--- src/core/tape_ctrl_map.vh ---
// register offsets, field positions, reset values and timing counts
`ifndef TAPE_CTRL_MAP_VH
`define TAPE_CTRL_MAP_VH

// ==========================================================
// register byte offsets
`define OFS_CTRL      4'h0
`define OFS_STATUS    4'h4
`define OFS_IRQ_STAT  4'h8
`define OFS_IRQ_MASK  4'hC

// ==========================================================
// control register fields
`define CTRL_LOAD     0
`define CTRL_REWIND   1
`define CTRL_REC_SEL  2

// ==========================================================
// status register fields
`define ST_FORWARD    0
`define ST_READY      1
`define ST_REWIND     2
`define ST_OSC_REQ    3
`define ST_SETTLED    4
`define ST_BREAK      5
`define ST_START      6

// ==========================================================
// interrupt event fields
`define EV_READY      0
`define EV_BREAK      1
`define EV_REW_DONE   2
`define EV_WIDTH      3

// ==========================================================
// reset values
`define CTRL_RESET    32'h0000_0000
`define MASK_RESET    32'h0000_0000

// ==========================================================
// timing, ns and cycles at 250 MHz
`define CLK_PERIOD_NS 4
`define POR_TIME_NS   1000000
`define POR_CYCLES    (`POR_TIME_NS / `CLK_PERIOD_NS)
`define OSC_DLY_NS    100000
`define OSC_DLY_CYC   (`OSC_DLY_NS / `CLK_PERIOD_NS)

`endif

--- src/core/sync2.v ---
// two flip-flop synchroniser for a bus of levels
`timescale 1ns/1ns
module sync2 #(
  parameter W = 1
) (
  input  wire         aclk,
  input  wire         aresetn,
  input  wire [W-1:0] d,
  output wire [W-1:0] q
);
  reg [W-1:0] meta_ff;   // first stage, read only by second
  reg [W-1:0] q_ff;      // second stage

  // ==========================================================
  // shift chain
  always @(posedge aclk) begin
    if (!aresetn) begin
      meta_ff <= {W{1'b0}};
      q_ff    <= {W{1'b0}};
    end else begin
      meta_ff <= d;
      q_ff    <= meta_ff;
    end
  end

  assign q = q_ff;
endmodule // sync2

--- src/core/delay_cnt.v ---
// restartable delay counter: done rises after len cycles of run
`timescale 1ns/1ns
module delay_cnt #(
  parameter W = 24
) (
  input  wire         aclk,
  input  wire         aresetn,
  input  wire         run,
  input  wire [W-1:0] len,
  output wire         done
);
  reg [W-1:0] cnt_ff;    // cycles elapsed while run is high
  reg         done_ff;   // delay expired
  wire [W-1:0] nxt_cnt;

  assign nxt_cnt = cnt_ff + {{(W-1){1'b0}}, 1'b1};

  // ==========================================================
  // count while run, clear when run drops
  always @(posedge aclk) begin
    if (!aresetn || !run) begin
      cnt_ff  <= {W{1'b0}};
      done_ff <= 1'b0;
    end else if (!done_ff) begin
      cnt_ff  <= nxt_cnt;
      done_ff <= (nxt_cnt >= len);
    end
  end

  assign done = done_ff;
endmodule // delay_cnt

--- src/core/tape_load_rewind_control.v ---
// tape transport load and rewind sequencer with axi4-lite registers
`timescale 1ns/1ns
`include "tape_ctrl_map.vh"
module tape_load_rewind_control #(
  parameter POR_CYCLES = `POR_CYCLES,
  parameter OSC_CYCLES = `OSC_DLY_CYC,
  parameter CW         = 24
) (
  input  wire        aclk,
  input  wire        aresetn,
  // axi4-lite slave
  input  wire [3:0]  s_axi_awaddr,
  input  wire        s_axi_awvalid,
  output wire        s_axi_awready,
  input  wire [31:0] s_axi_wdata,
  input  wire [3:0]  s_axi_wstrb,
  input  wire        s_axi_wvalid,
  output wire        s_axi_wready,
  output wire [1:0]  s_axi_bresp,
  output wire        s_axi_bvalid,
  input  wire        s_axi_bready,
  input  wire [3:0]  s_axi_araddr,
  input  wire        s_axi_arvalid,
  output wire        s_axi_arready,
  output wire [31:0] s_axi_rdata,
  output wire [1:0]  s_axi_rresp,
  output wire        s_axi_rvalid,
  input  wire        s_axi_rready,
  // panel and interface commands, active low except record_select, which is active high
  input  wire        panel_load_n,
  input  wire        intf_load_n,
  input  wire        panel_rewind_n,
  input  wire        intf_rewind_n,
  input  wire        record_select,
  // transport sensors
  input  wire        tape_start_detect,
  input  wire        tape_break_sense,
  // transport outputs
  output wire        advance_relay_drive,
  output wire        rewind_relay_drive,
  output wire        forward_lamp_n,
  output wire        rewind_lamp,
  output wire        break_lamp_n,
  output wire        step_osc_go_n,
  output wire        record_armed,
  output wire        head_supply_en,
  output wire        tape_start_mark,
  output wire        irq
);
  // ==========================================================
  // input synchronisation
  wire [6:0] sync_q;      // synchronised sensor and command levels
  wire       s_pload;     // panel load, active high after inversion
  wire       s_iload;     // interface load, active high
  wire       s_prew;      // panel rewind, active high
  wire       s_irew;      // interface rewind, active high
  wire       s_rec_sel;
  wire       s_start;
  wire       s_break;

  sync2 #(.W(7)) u_sync (
    .aclk    (aclk),
    .aresetn (aresetn),
    // active-low commands are inverted first so that the chain's
    // cleared state reads as idle and no false command follows reset
    .d       ({!panel_load_n, !intf_load_n, !panel_rewind_n,
               !intf_rewind_n, record_select, tape_start_detect,
               tape_break_sense}),
    .q       (sync_q)
  );
  assign {s_pload, s_iload, s_prew, s_irew,
          s_rec_sel, s_start, s_break} = sync_q;

  // ==========================================================
  // register state
  localparam [31:0] CTRL_RST = `CTRL_RESET;  // control reset word
  localparam [31:0] MASK_RST = `MASK_RESET;  // mask reset word
  reg  [2:0]          ctrl_ff;      // software load, rewind, rec select
  reg  [`EV_WIDTH-1:0] ist_ff;      // sticky event bits
  reg  [`EV_WIDTH-1:0] imask_ff;    // event enables
  reg                 fwd_ff;       // forward flag
  reg                 rdy_ff;       // ready flag
  reg                 rew_ff;       // rewind flag
  reg                 req_ff;       // oscillator request held
  reg                 rdy_d_ff;     // ready one cycle ago
  reg                 brk_d_ff;     // break one cycle ago
  reg                 rew_d_ff;     // rewind one cycle ago

  // ==========================================================
  // command merge: software bits act like the panel buttons
  wire load_cmd = s_pload || s_iload || ctrl_ff[`CTRL_LOAD];
  wire rew_cmd  = s_prew || s_irew || ctrl_ff[`CTRL_REWIND];
  wire rec_sel  = s_rec_sel || ctrl_ff[`CTRL_REC_SEL];

  // ==========================================================
  // timers
  wire settled;     // power-on settling over
  wire osc_ok;      // settling before oscillator start over

  delay_cnt #(.W(CW)) u_por (
    .aclk    (aclk),
    .aresetn (aresetn),
    .run     (1'b1),
    .len     (POR_CYCLES[CW-1:0]),
    .done    (settled)
  );

  delay_cnt #(.W(CW)) u_osc (
    .aclk    (aclk),
    .aresetn (aresetn),
    .run     (fwd_ff && !rdy_ff && !rew_ff),
    .len     (OSC_CYCLES[CW-1:0]),
    .done    (osc_ok)
  );

  // ==========================================================
  // forward clear causes: settling, break, start during rewind
  wire fwd_clr = !settled
               || s_break
               || (rew_ff && s_start);

  // ==========================================================
  // transport flags
  always @(posedge aclk) begin
    if (!aresetn) begin
      fwd_ff <= 1'b0;
      rdy_ff <= 1'b0;
      rew_ff <= 1'b0;
    end else if (fwd_clr || !fwd_ff) begin
      // forward clear drags the other flags down
      fwd_ff <= !fwd_clr && load_cmd;
      rdy_ff <= 1'b0;
      rew_ff <= 1'b0;
    end else begin
      if (rew_cmd) begin
        rew_ff <= 1'b1;
        rdy_ff <= 1'b0;
      end else if (!rew_ff && s_start) begin
        rdy_ff <= 1'b1;
      end
    end
  end

  // ==========================================================
  // oscillator request: set after delay, drop when ready and
  // load released, cleared at the first edge in rewind or break
  always @(posedge aclk) begin
    if (!aresetn) begin
      req_ff <= 1'b0;
    end else if (!fwd_ff || rew_ff || s_break) begin
      req_ff <= 1'b0;
    end else if (rdy_ff && !load_cmd) begin
      req_ff <= 1'b0;
    end else if (!rdy_ff && osc_ok) begin
      req_ff <= 1'b1;
    end
  end

  // ==========================================================
  // outputs; outside gap logic may keep the oscillator running after step_osc_go_n rises
  assign advance_relay_drive = fwd_ff;
  assign forward_lamp_n      = !fwd_ff;
  assign rewind_relay_drive  = rew_ff && fwd_ff;
  assign rewind_lamp         = rew_ff && fwd_ff;
  assign break_lamp_n        = !s_break;
  assign step_osc_go_n       = !req_ff;
  assign record_armed        = rdy_ff && rec_sel;
  assign head_supply_en      = rdy_ff && rec_sel;
  assign tape_start_mark     = s_start;

  // ==========================================================
  // event detection
  wire [`EV_WIDTH-1:0] ev;
  assign ev[`EV_READY]    = rdy_ff && !rdy_d_ff;
  assign ev[`EV_BREAK]    = s_break && !brk_d_ff;
  assign ev[`EV_REW_DONE] = !rew_ff && rew_d_ff;

  always @(posedge aclk) begin
    if (!aresetn) begin
      rdy_d_ff <= 1'b0;
      brk_d_ff <= 1'b0;
      rew_d_ff <= 1'b0;
    end else begin
      rdy_d_ff <= rdy_ff;
      brk_d_ff <= s_break;
      rew_d_ff <= rew_ff;
    end
  end

  assign irq = |(ist_ff & imask_ff);

  // ==========================================================
  // axi4-lite write channel
  reg        aw_ff;        // address taken
  reg        w_ff;         // data taken
  reg [3:0]  awaddr_ff;
  reg [31:0] wdata_ff;
  reg [3:0]  wstrb_ff;
  reg        bvalid_ff;
  reg [1:0]  bresp_ff;

  assign s_axi_awready = !aw_ff && !bvalid_ff;
  assign s_axi_wready  = !w_ff && !bvalid_ff;
  assign s_axi_bvalid  = bvalid_ff;
  assign s_axi_bresp   = bresp_ff;

  wire do_wr = aw_ff && w_ff && !bvalid_ff;
  wire wr_ctrl = do_wr && awaddr_ff == `OFS_CTRL && wstrb_ff[0];
  wire wr_ist  = do_wr && awaddr_ff == `OFS_IRQ_STAT && wstrb_ff[0];
  wire wr_mask = do_wr && awaddr_ff == `OFS_IRQ_MASK && wstrb_ff[0];
  wire wr_ok   = awaddr_ff == `OFS_CTRL || awaddr_ff == `OFS_STATUS ||
                 awaddr_ff == `OFS_IRQ_STAT ||
                 awaddr_ff == `OFS_IRQ_MASK;

  // capture address and data in either order, answer after both
  always @(posedge aclk) begin
    if (!aresetn) begin
      aw_ff     <= 1'b0;
      w_ff      <= 1'b0;
      awaddr_ff <= 4'h0;
      wdata_ff  <= 32'h0000_0000;
      wstrb_ff  <= 4'h0;
      bvalid_ff <= 1'b0;
      bresp_ff  <= 2'b00;
    end else begin
      if (s_axi_awvalid && s_axi_awready) begin
        aw_ff     <= 1'b1;
        awaddr_ff <= {s_axi_awaddr[3:2], 2'b00};
      end
      if (s_axi_wvalid && s_axi_wready) begin
        w_ff     <= 1'b1;
        wdata_ff <= s_axi_wdata;
        wstrb_ff <= s_axi_wstrb;
      end
      if (do_wr) begin
        aw_ff     <= 1'b0;
        w_ff      <= 1'b0;
        bvalid_ff <= 1'b1;
        bresp_ff  <= wr_ok ? 2'b00 : 2'b10;   // slverr if unmapped
      end else if (bvalid_ff && s_axi_bready) begin
        bvalid_ff <= 1'b0;
      end
    end
  end

  // ==========================================================
  // software registers; hardware set wins over write-one-clear
  always @(posedge aclk) begin
    if (!aresetn) begin
      ctrl_ff  <= CTRL_RST[2:0];
      imask_ff <= MASK_RST[`EV_WIDTH-1:0];
      ist_ff   <= {`EV_WIDTH{1'b0}};
    end else begin
      if (wr_ctrl)
        ctrl_ff <= wdata_ff[2:0];
      if (wr_mask)
        imask_ff <= wdata_ff[`EV_WIDTH-1:0];
      if (wr_ist)
        ist_ff <= (ist_ff & ~wdata_ff[`EV_WIDTH-1:0]) | ev;
      else
        ist_ff <= ist_ff | ev;
    end
  end

  // ==========================================================
  // axi4-lite read channel
  reg        rvalid_ff;
  reg [31:0] rdata_ff;
  reg [1:0]  rresp_ff;
  reg [31:0] rd_mux;
  reg        rd_ok;

  assign s_axi_arready = !rvalid_ff;
  assign s_axi_rvalid  = rvalid_ff;
  assign s_axi_rdata   = rdata_ff;
  assign s_axi_rresp   = rresp_ff;

  // read data select
  always @* begin
    rd_mux = 32'h0000_0000;
    rd_ok  = 1'b1;
    case ({s_axi_araddr[3:2], 2'b00})
      `OFS_CTRL:     rd_mux[2:0] = ctrl_ff;
      `OFS_STATUS:   rd_mux[6:0] = {s_start, s_break, settled, req_ff,
                                    rew_ff, rdy_ff, fwd_ff};
      `OFS_IRQ_STAT: rd_mux[`EV_WIDTH-1:0] = ist_ff;
      `OFS_IRQ_MASK: rd_mux[`EV_WIDTH-1:0] = imask_ff;
      default:       rd_ok = 1'b0;
    endcase
  end

  always @(posedge aclk) begin
    if (!aresetn) begin
      rvalid_ff <= 1'b0;
      rdata_ff  <= 32'h0000_0000;
      rresp_ff  <= 2'b00;
    end else if (s_axi_arvalid && !rvalid_ff) begin
      rvalid_ff <= 1'b1;
      rdata_ff  <= rd_mux;
      rresp_ff  <= rd_ok ? 2'b00 : 2'b10;
    end else if (rvalid_ff && s_axi_rready) begin
      rvalid_ff <= 1'b0;
    end
  end
endmodule // tape_load_rewind_control

--- config.mk ---
export PLATFORM = sky130hd
export DESIGN_NAME = tape_load_rewind_control
export DESIGN_NICKNAME = d
export VERILOG_FILES = /design/src/core/sync2.v /design/src/core/delay_cnt.v /design/src/core/tape_load_rewind_control.v
export VERILOG_INCLUDE_DIRS = /design/src /design/src/core
export SDC_FILE = /design/constraint.sdc
export NUM_CORES = 1
export LEC_CHECK = 0
export ABC_AREA = 1
export ABC_CLOCK_PERIOD_IN_PS = 2200
export BUFFER_PORTS_ARGS = -buffer_cell sky130_fd_sc_hd__buf_2
export CORE_MARGIN = 3
export CORE_UTILIZATION = 40
export DETAILED_ROUTE_END_ITERATION = 7
export PLACE_DENSITY = 0.69
export SLEW_MARGIN = 25
export SYNTH_ARGS = -nofsm -noshare
export SYNTH_HDL_FRONTEND = slang
export SYNTH_SLANG_ARGS = --single-unit
--- constraint.sdc ---
create_clock -name aclk -period 2.2 [get_ports aclk]
set_input_delay 0.44 -clock aclk [delete_from_list [all_inputs] [get_ports aclk]]
set_output_delay 0.44 -clock aclk [all_outputs]
set_load 0.01 [all_outputs]
==> impl_metrics.csv, run 1 <==
group,metric,value,unit
route,drt-pass1-iter-count,6,
synthesis,syn_area,5270,µm²
grt,track_usage,16.5,%
setup_path,crit_type,"reg2reg",
setup_path,critPathMaxStageDelay,0.49,ns
route,routed_wl,11600,µm
clock_network,ctsResizeCount,0,
synthesis,synth_top_area_share,37.2,%
setup_path,cp-startpoint,"u_osc.cnt_ff[0]",
floorplanning,core,12800,µm²
setup_path,critPathLaunchType,"register",
setup_path,end_kind,"register",
clock_network,numCtsBuffers,9,
synthesis,yosys.area_share.adder,0.712,%
synthesis,async_reset_ff_share,0,%
route,vias,4637,
synthesis,synth_seq_area_share,37.2,%
synthesis,syn_area_per_cell,6.79,µm²
route,drtIter0Drc,235,
grt,antenna_found_initial,0,
synthesis,synth_compound_area_share,13.7,%
synthesis,syn_inst,776,
layout,fillers,1297,
placement,gp_congestion,0.910,
layout,final_common_cell,"nand2_1",
setup_path,r2r-start,"u_osc.cnt_ff[0]",
layout,antenna_cells,0,
setup_path,path_cells,"ha_1 > inv_1 > nor2_4 > nand2_1 > nand2_1 > nand2_1 > nand2_1 > nand2_1 > nand2_1 > nand2_1 > o21bai_1 > nand3_1 > nand2_1 > inv_1",
grt,gr-total-overflow,0,
sta,fin_skew,0.00522,ns
flow_run,maxCapViolCount,0,
synthesis,yosys.cell_types.count,43,
grt,grt_first_pass_wirelength,19500,µm
setup_path,critPathRequiredTime,2.45,ns
sta,hold_violations,0,
sta,min_period,1.95,ns
setup_path,critPathMaxFanout,7,
layout,nets,878,
sta,fin_crit_sh,88.8,%
clock_network,postCtsSetupRepairBufs,0,
grt,grt_start_max_net_pins,32,
setup_path,cpMaxStageDelayCell,"dfxtp_1",
sta,worst_pin_slew,0.516,ns
clock_network,clkLatencyLatePin,0.35,ns
pwr,power.density,681,nW/µm²
pwr,ir_drop,0.518,mV
route,wl_per_cell,11.7,µm
clock_network,ctsHoldBuffers,0,
synthesis,synth_xor_area_share,2.45,%
pwr,leakage,2.77,nW
clock_network,htreeDepth,3,
synthesis,synthSimpleGateAreaFrac,31.2,%
floorplanning,fp.dieH,121,µm
synthesis,synth_edf_count,0,
clock_network,cts_tree,"done",
sta,rsz0062_at_grt,"no",
clock_network,clock_sinks,98,
synthesis,synth-main-ff-cell,"dfxtp_1",
synthesis,synth-seq-cells,98,
sta,finalSetupTns,0,ns
floorplanning,ios,109,
pwr,design_power_total,0.00399,W
placement,place.detailed.hpwl,8610,µm
placement,io_buffers,44,
grt,grt_pass1_vias,4127,
floorplanning,die_area,14600,µm²
synthesis,yosysTopAreaCell,"dfxtp_1",
sta,timing.slew.headroom,65.4,%
floorplanning,die_width,121,µm
clock_network,cts-root-buf,"clkbuf_16",
synthesis,synth_warnings,0,
route,drt.antenna.violating_nets,0,
route,drc,0,
layout,final_cell_mix,"nand2_1 (176), inv_1 (121), dfxtp_1 (98), nor2_1 (79), a21oi_1 (52)",
clock_network,clk_pin_slew,0.07,ns
synthesis,synth_top_family_by_area,"simple AND/OR/NAND/NOR gates",
sta,fmax,512,MHz
hold_path,min_from,"panel_load_n",
floorplanning,initial_utilization,41.3,%
clock_network,clock_path_buffers,2,
synthesis,ys_top_cells_by_area,"dfxtp_1 (37%), nand2_1 (13%), inv_1 (8.6%)",
hold_path,hold_path_class,"in2reg",
setup_path,crit_arrival,2.20,ns
run_status,outcome,"completed",
sta,slew_viol_final,0,
sta,setup_viol,0,
layout,drive_above_1_share,13.0,%
layout,syn_to_final_growth,11.1,%
route,viasPerCell,4.66,
synthesis,yosys-mux-area-fraction,0,%
setup_path,path_common_cell,"nand2_1",
floorplanning,num_rows,41,
==> layer usage <==
layer  wire length [µm]  GRT usage (%)  vias up  share of wire, %
li1                   -              -     2478                 -
met1               5800           22.7     2038                50
met2               5010           25.3      101                43
met3                530           2.85       20               4.6
met4                263           7.51        0               2.3
met5                  0              0        -                 0
==> final cells by class <==
| cell class | instances | area [µm²] | share of cell area, % |
|---|---|---|---|
| well taps | 172 | 215 | 3.67 |
| flip-flops and latches | 98 | 1960 | 33.5 |
| inverters | 124 | 465 | 7.95 |
| clock inverters | 6 | 65.1 | 1.11 |
| multi-input cells | 532 | 2640 | 45.1 |
| clock buffers | 10 | 229 | 3.91 |
| repair buffers | 52 | 280 | 4.79 |
==> Yosys cell counts (7+ instances only) <==
master,number
nor2_4,8
nand2_2,7
buf_4,30
xor2_1,7
nand4_1,8
clkbuf_1,16
o211ai_1,11
nand2_1,176
a21oi_1,52
dfxtp_1,98
o21ai_0,49
nor2_1,79
nor2_2,12
inv_1,121
nor3_1,11
nand3_1,42
==> critical path, delay by kind of cell, from the launching register on <==
| family | cells | cell delay [ns] |
|---|---|---|
| buf+inv | 2 | 0.12 |
| simple gates | 10 | 0.83 |
| compound gates | 1 | 0.19 |
| flops | 1 | 0.49 |
| fa+ha+maj | 1 | 0.22 |
==> flip-flops by register name (all words and copies together) (netlist names), 2 cells and up <==
register / count
ist_ff: 3
ctrl_ff: 3
awaddr_ff: 2
imask_ff: 3
u_sync.meta_ff: 7
wdata_ff: 3
s_axi_rdata: 7
u_sync.q: 7
u_por.cnt_ff: 24
u_osc.cnt_ff: 24
==> metrics by stage <==
| stage | hold WS [ns] | utilization (%) | instance area [µm²] | cells | worst slack (ns) |
|---|---|---|---|---|---|
| floorplan | 0.390 | - | 5370 | 803 | 0.470 |
| global placement | 0.392 | 43.5 | 5560 | 978 | 0.288 |
| detailed placement | 0.399 | 43.5 | 5560 | 978 | 0.289 |
| CTS | 0.226 | 45.9 | 5860 | 994 | 0.284 |
| global route | 0.243 | 45.9 | 5860 | 994 | 0.0315 |
| finish | 0.243 | 45.9 | 5860 | 994 | 0.246 |
==> worst paths after layout <==
check / cells after the start / end / slack, ns
setup / recovery: 14 / u_osc.done / 0.25
hold / removal: 2 / u_sync.meta_ff[6] / 0.24
setup reg to reg: 14 / u_osc.done / 0.25
hold reg to reg: 2 / u_sync.q[0] / 0.41
==> kinds of logic after synthesis <==
family | Yosys count
other cells | 1
compound gates | 130
buf+inv | 173
xor+xnor | 13
fa+ha+maj | 3
flops | 98
simple gates | 358
==> where the power goes <==
part	leakage [nW]	switching (W)	internal, W
Sequential	0.801	0.0000891	0.00188
Clock	0.143	0.000690	0.000886
Combinational	1.83	0.000293	0.000153
Total	2.77	0.00107	0.00292
(Power assumes the default switching activity.)
==> run 2, diff against run 1 <==
--- a/config.mk
+++ b/config.mk
@@ -12,8 +12,9 @@
 export CORE_MARGIN = 3
 export CORE_UTILIZATION = 40
 export DETAILED_ROUTE_END_ITERATION = 7
-export PLACE_DENSITY = 0.69
+export PLACE_DENSITY = 0.68
 export SLEW_MARGIN = 25
 export SYNTH_ARGS = -nofsm -noshare
 export SYNTH_HDL_FRONTEND = slang
+export SYNTH_HIERARCHICAL = 1
 export SYNTH_SLANG_ARGS = --single-unit
==> run 2 against run 1 <==
Net effect:
- clock power barely moved
- routed wire length rose by 19%
- via count grew 26%
- core utilization rose by 6.6 points
- cell count grew 34%
- critical endpoint is now u_por/done
- largest power group unchanged
==> impl_metrics.csv, run 2 <==
group,metric,value,unit
route,drt.antenna.violating_nets,0,
sta,setup_viol,0,
route,drc,0,
floorplanning,die_area,17800,µm²
grt,grt_start_max_net_pins,29,
setup_path,critPathMaxFanout,4,
setup_path,crit_arrival,2.48,ns
placement,gp_congestion,0.809,
flow_run,maxCapViolCount,0,
placement,io_buffers,44,
layout,final_cell_mix,"nand2_1 (198), inv_1 (188), nor2_1 (92), conb_1 (77), dfxtp_1 (77)",
floorplanning,fp.dieH,134,µm
route,routed_wl,13800,µm
synthesis,async_reset_ff_share,0,%
pwr,power.density,460,nW/µm²
synthesis,synth_commonest_cells,"nand2_1 (212), inv_1 (195), nor2_1 (108)",
grt,grt_util_met3,2.27,%
sta,fin_crit_sh,99.7,%
synthesis,yosysMostFrequentCell,"nand2_1",
route,wl_per_cell,10.4,µm
synthesis,yosys.cell_types.count,35,
clock_network,cts_tree,"done",
sta,fin_skew,0.0102,ns
setup_path,cp_top_family,"simple AND/OR/NAND/NOR gates",
clock_network,clk_pin_slew,0.08,ns
floorplanning,initial_utilization,41.9,%
grt,antenna_found_initial,0,
pwr,leakage,4.54,nW
sta,rsz0062_at_grt,"yes",
clock_network,clkLatencyLatePin,0.36,ns
layout,nets,1222,
synthesis,synth-seq-cells,98,
placement,place.detailed.hpwl,10000,µm
grt,grt_pass1_vias,5184,
setup_path,critPathMaxStageDelay,0.36,ns
route,viasPerCell,4.41,
setup_path,worst-path-buf-inv,1,
route,vias,5865,
floorplanning,die_width,134,µm
setup_path,reg2reg_to,"u_por/done",
synthesis,yosysTopAreaCell,"dfxtp_1",
setup_path,cp-startpoint,"u_por/cnt_ff[0]",
run_status,outcome,"completed",
synthesis,ys_top_cells_by_area,"dfxtp_1 (30%), nand2_1 (12%), inv_1 (11%)",
synthesis,synth_top_area_share,30.2,%
sta,min_period,2.19,ns
grt,grt.met2_usage,24.8,%
pwr,ir_drop,0.358,mV
sta,worst_pin_slew,0.695,ns
hold_path,hold_path_class,"in2reg",
synthesis,syn_area,6510,µm²
route,drt-pass1-iter-count,5,
setup_path,end_kind,"register",
sta,hold_violations,0,
synthesis,syn_inst,974,
sta,slew_viol_final,0,
synthesis,synth_seq_area_share,30.2,%
setup_path,r2r-start,"u_por/cnt_ff[0]",
setup_path,critPathLaunchType,"register",
synthesis,synth-main-ff-cell,"dfxtp_1",
setup_path,critPathRequiredTime,2.49,ns
setup_path,cpMaxStageDelayCell,"dfxtp_2",
grt,gr-total-overflow,0,
grt,top_usage_layer,"met2",
grt,grt_first_pass_wirelength,22500,µm
layout,final_common_cell,"nand2_1",
layout,postLayoutCoreUtil,52.5,%
setup_path,rr_worst_depth,17,
setup_path,crit_type,"reg2reg",
floorplanning,ios,109,
sta,hold_slack,0.257,ns
layout,syn_to_final_growth,25.3,%
synthesis,syn_area_per_cell,6.68,µm²
clock_network,cts-root-buf,"clkbuf_16",
grt,met1_usage,19.8,%
setup_path,path_common_cell,"nand2_4",
layout,fillers,1508,
synthesis,synth_edf_count,0,
layout,reg_top3,"u_osc/cnt_ff x24, u_por/cnt_ff x24",
floorplanning,num_rows,45,
sta,fmax,456,MHz
layout,antenna_cells,0,
synthesis,synth_warnings,6,
setup_path,cp.depth,17,
clock_network,numCtsBuffers,9,
clock_network,clock_path_buffers,2,
layout,drive_above_1_share,22.3,%
route,drtIter0Drc,277,
setup_path,r2r_slack,0.006,ns
clock_network,htreeDepth,3,
setup_path,path_cells,"ha_4 > nand2_4 > nor2_4 > nand2_4 > nor2_8 > nand2_4 > o21ai_2 > nand2_1 > ha_1 > nand2_1 > inv_2 > nand3_4 > nor2_4 > nand3_2 > a21oi_2 > nor2_1 > nor2_1",
grt,track_usage,15.0,%
setup_path,setup.worst_path.end,"u_por/done",
sta,timing.slew.headroom,53.4,%
clock_network,ctsHoldBuffers,0,
clock_network,clock_sinks,98,
floorplanning,core,15500,µm²
run 2: cell count changes after synthesis, sizes merged, moves of 8 or more:
cell    delta
nor2      +26
inv       +78
ha        +47
o211ai    -11
a21oi     +16
nand2     +38
xor2      +21
clkbuf     -8
run 2: layer usage:
layer / share of wire (%) / vias to the layer above
met5: 0 / -
met4: 2.0 / 0
met3: 3.5 / 22
met2: 47 / 102
met1: 47 / 2587
li1: - / 3154
run 2: logic make-up (layout without fill, tap and decap cells):
logic type,count (synthesis),after routing,synth area share [%]
and+or+nand+nor,411,411,28.4
buffers and inverters,246,316,16.2
AOI/OAI and AO/OA,137,137,11.3
DFF,98,98,30.2
adders and majority gates,50,50,9.62
xor gates and xnor gates,30,30,4.27
other,2,77,0.115
run 2: cell type report:
type,count,area (µm²),area share [%]
multi-input cells,705,4210,51.6
flip-flops and latches,98,1990,24.4
inverters,202,758,9.30
repair buffers,98,629,7.72
well taps,211,264,3.24
clock buffers,9,225,2.76
clock inverters,7,78.8,0.967
run 2: through the flow:
| step | setup WS, ns | cells | total power [W] | instance area, µm² | TNS (ns) |
|---|---|---|---|---|---|
| final | 0.00589 | 1330 | 0.00375 | 8160 | 0 |
| after global routing | -0.159 | 1330 | 0.00393 | 8160 | -0.292 |
| after CTS | -0.0223 | 1324 | 0.00377 | 7690 | -0.0223 |
| after detailed placement | -0.0777 | 1304 | 0.00215 | 7310 | -0.137 |
| after global placement | -0.0531 | 1304 | 0.00214 | 7310 | -0.0531 |
| after floorplan | 0.0546 | 1049 | 0.00211 | 6790 | 0 |
run 2: worst min path at each step:
stage | from | endpoint | cells past startpoint
4_1_cts | record_select | u_sync/meta_ff[2] | 3
3_5_place_dp | u_sync/meta_ff[5] | u_sync/q[5] | 2
2_1_floorplan | u_sync/meta_ff[6] | u_sync/q[6] | 2
3_3_place_gp | u_sync/meta_ff[3] | u_sync/q[3] | 2
6_report | record_select | u_sync/meta_ff[2] | 3
5_1_grt | record_select | u_sync/meta_ff[2] | 3
run 2: timing repair:
action / in CTS / in global routing
setup buffers: 4 / 6
endpoints found under the hold margin: 0 / 0
cloned: 0 / 0
gates resized for setup: 15 / 95
pin swaps: 11 / 40
setup endpoints to repair: 2 / 2
run 2: power by group:
part / internal [W] / total, W / switching [W]
clock: 0.000816 / 0.00161 / 0.000797
sequential: 0.00181 / 0.00183 / 0.0000247
combinational: 0.000109 / 0.000306 / 0.000197
total: 0.00273 / 0.00375 / 0.00102
run 2: worst register-to-register path, cell delays in order (launching register included):
cell     delay (ns)
dfxtp_2        0.36
ha_4           0.15
nand2_4        0.05
nor2_4         0.11
nand2_4        0.12
nor2_8         0.13
nand2_4        0.07
o21ai_2        0.13
nand2_1        0.07
ha_1           0.26
nand2_1        0.06
inv_2          0.08
nand3_4        0.08
nor2_4         0.13
nand3_2        0.08
a21oi_2        0.10
nor2_1         0.05
nor2_1         0.09
==> run 3, diff against run 2 <==
--- a/config.mk
+++ b/config.mk
@@ -10,9 +10,10 @@
 export ABC_CLOCK_PERIOD_IN_PS = 2200
 export BUFFER_PORTS_ARGS = -buffer_cell sky130_fd_sc_hd__buf_2
 export CORE_MARGIN = 3
-export CORE_UTILIZATION = 40
+export CORE_UTILIZATION = 57
 export DETAILED_ROUTE_END_ITERATION = 7
-export PLACE_DENSITY = 0.68
+export GPL_TIMING_DRIVEN = 0
+export PLACE_DENSITY = 0.89
 export SLEW_MARGIN = 25
 export SYNTH_ARGS = -nofsm -noshare
 export SYNTH_HDL_FRONTEND = slang
==> run 3 against run 2 <==
Net effect:
- the flow now finishes with violations (setup timing)
- maximum frequency down 6.7%
- sequential share of layout area up 0.46 points
- sequential power barely moved
- critical path depth unchanged
- critical endpoint unchanged
==> impl_metrics.csv, run 3 (synthesis gave the netlist of run 2 again) <==
group,metric,value,unit
run_status,outcome,"complete, but fails checks",
setup_path,path_common_cell,"nor2_1",
layout,drive_above_1_share,23.1,%
sta,setup_viol,2,
setup_path,end_kind,"register",
sta,fmax,425,MHz
grt,track_usage,23.8,%
setup_path,worst-path-buf-inv,1,
floorplanning,num_rows,38,
route,viasPerCell,5.02,
setup_path,critPathMaxStageDelay,0.38,ns
clock_network,clkLatencyLatePin,0.36,ns
grt,gr-total-overflow,0,
grt,grt_pass1_vias,5743,
pwr,ir_drop,0.439,mV
setup_path,crit_arrival,2.58,ns
sta,fin_crit_sh,107,%
floorplanning,die_area,12700,µm²
layout,antenna_cells,0,
placement,place.detailed.hpwl,10400,µm
setup_path,cpMaxStageDelayCell,"dfxtp_4",
sta,setup_slack,-0.152,ns
setup_path,cp_top_family,"simple AND/OR/NAND/NOR gates",
sta,hold_violations,0,
sta,worst_pin_slew,0.589,ns
placement,gp_congestion,0.876,
floorplanning,initial_utilization,59.2,%
setup_path,critPathLaunchType,"register",
layout,final_common_cell,"nand2_1",
placement,placed_cell_area,7180,µm²
grt,antenna_found_initial,0,
clock_network,cts_tree,"done",
clock_network,clock_path_buffers,2,
placement,preCtsSetupSlack,-0.483,ns
pwr,design_power_total,0.00378,W
setup_path,path_cells,"ha_4 > nand2_4 > nor2_4 > nand2_4 > nor2_8 > nand2_2 > xor2_2 > inv_1 > ha_4 > nand2_2 > a21oi_1 > nor2_1 > nand2_1 > nand2_1 > nand3_1 > nor2_1 > nor2_1",
sta,timing.slew.headroom,60.7,%
route,drt-pass1-iter-count,6,
flow_run,maxCapViolCount,0,
clock_network,clk_pin_slew,0.08,ns
placement,io_buffers,43,
clock_network,clock_sinks,98,
route,wl_per_cell,13.1,µm
setup_path,critPathMaxFanout,4,
sta,slew_viol_final,0,
layout,final_cell_mix,"nand2_1 (199), inv_1 (192), nor2_1 (94), conb_1 (77), dfxtp_1 (71)",
layout,postLayoutCoreUtil,74.1,%
hold_path,hold_path_class,"in2reg",
setup_path,crit_type,"reg2reg",
route,routed_wl,16900,µm
sta,min_period,2.35,ns
sta,fin_skew,0.00789,ns
setup_path,critPathRequiredTime,2.43,ns
floorplanning,fp.dieH,113,µm
layout,syn_to_final_growth,25.0,%
floorplanning,core,11000,µm²
clock_network,numCtsBuffers,9,
pwr,leakage,4.63,nW
floorplanning,die_width,113,µm
layout,nets,1250,
grt,grt_start_max_net_pins,21,
clock_network,htreeDepth,3,
run_status,violations,"setup timing",
clock_network,ctsHoldBuffers,0,
layout,reg_top3,"u_osc/cnt_ff x24, u_por/cnt_ff x24",
route,vias,6462,
grt,grt_first_pass_wirelength,25000,µm
layout,design_area,8140,µm²
pwr,power.density,465,nW/µm²
route,drt.antenna.violating_nets,0,
route,drc,0,
route,drtIter0Drc,610,
sta,rsz0062_at_grt,"yes",
clock_network,cts-root-buf,"clkbuf_16",
floorplanning,ios,109,
[run 3: cell count changes in the layout (fill, tap and decap cells not counted), sizes merged]
cell | previous run | this run
buf | 98 | 118
clkbuf | 9 | 17
clkinv | 4 | 7
inv | 205 | 202
[run 3: worst paths after layout]
kind	from	endpoint	slack (ns)	cells after the start
min	tape_break_sense	u_sync/meta_ff[0]	0.26	3
max	u_por/cnt_ff[0]	u_por/done	-0.15	17
max reg2reg	u_por/cnt_ff[0]	u_por/done	-0.15	17
min reg2reg	u_sync/meta_ff[5]	u_sync/q[5]	0.42	2
[run 3: power by group]
part           total (W)  switching, W  leakage (nW)  internal (W)
clock            0.00161      0.000800         0.150      0.000813
combinational   0.000346      0.000211          3.66      0.000135
sequential       0.00182     0.0000263         0.813       0.00180
total            0.00378       0.00104          4.63       0.00274
[run 3: per-layer routing]
metal / routed length (µm) / track usage, %
met1: 6650 / 27.9
met2: 8350 / 42.1
met3: 1370 / 4.87
met4: 506 / 10.3
met5: 0 / 0
[run 3: metrics by stage]
stage                     TNS [ns]  cells  hold WS, ns
after floorplan                  0   1049        0.390
after global placement      -0.746   1232        0.393
after detailed placement    -0.836   1232        0.400
after CTS                   -0.148   1270        0.258
after global routing        -0.509   1287        0.261
final                       -0.192   1287        0.263
[run 3: layout make-up]
cell class / count / area [µm²]
Multi-Input combinational cell: 705 / 4070
Fill cell: 739 / 2850
Sequential cell: 98 / 2020
Inverter: 202 / 758
Timing Repair Buffer: 82 / 508
Buffer: 44 / 293
Clock buffer: 9 / 225
Tap cell: 140 / 175
Clock inverter: 7 / 86.3
[run 3: what timing repair did]
action / CTS / global route
setup endpoints to repair: 2 / 2
buffers inserted: 22 / 17
pin swaps: 29 / 37
resized for setup: 41 / 62
[run 3: worst reg2reg max path: stages (launching register included)]
cell     delay, ns
dfxtp_4       0.38
ha_4          0.16
nand2_4       0.06
nor2_4        0.12
nand2_4       0.11
nor2_8        0.13
nand2_2       0.09
xor2_2        0.20
inv_1         0.11
ha_4          0.22
nand2_2       0.07
a21oi_1       0.04
nor2_1        0.10
nand2_1       0.06
nand2_1       0.08
nand3_1       0.09
nor2_1        0.13
nor2_1        0.05
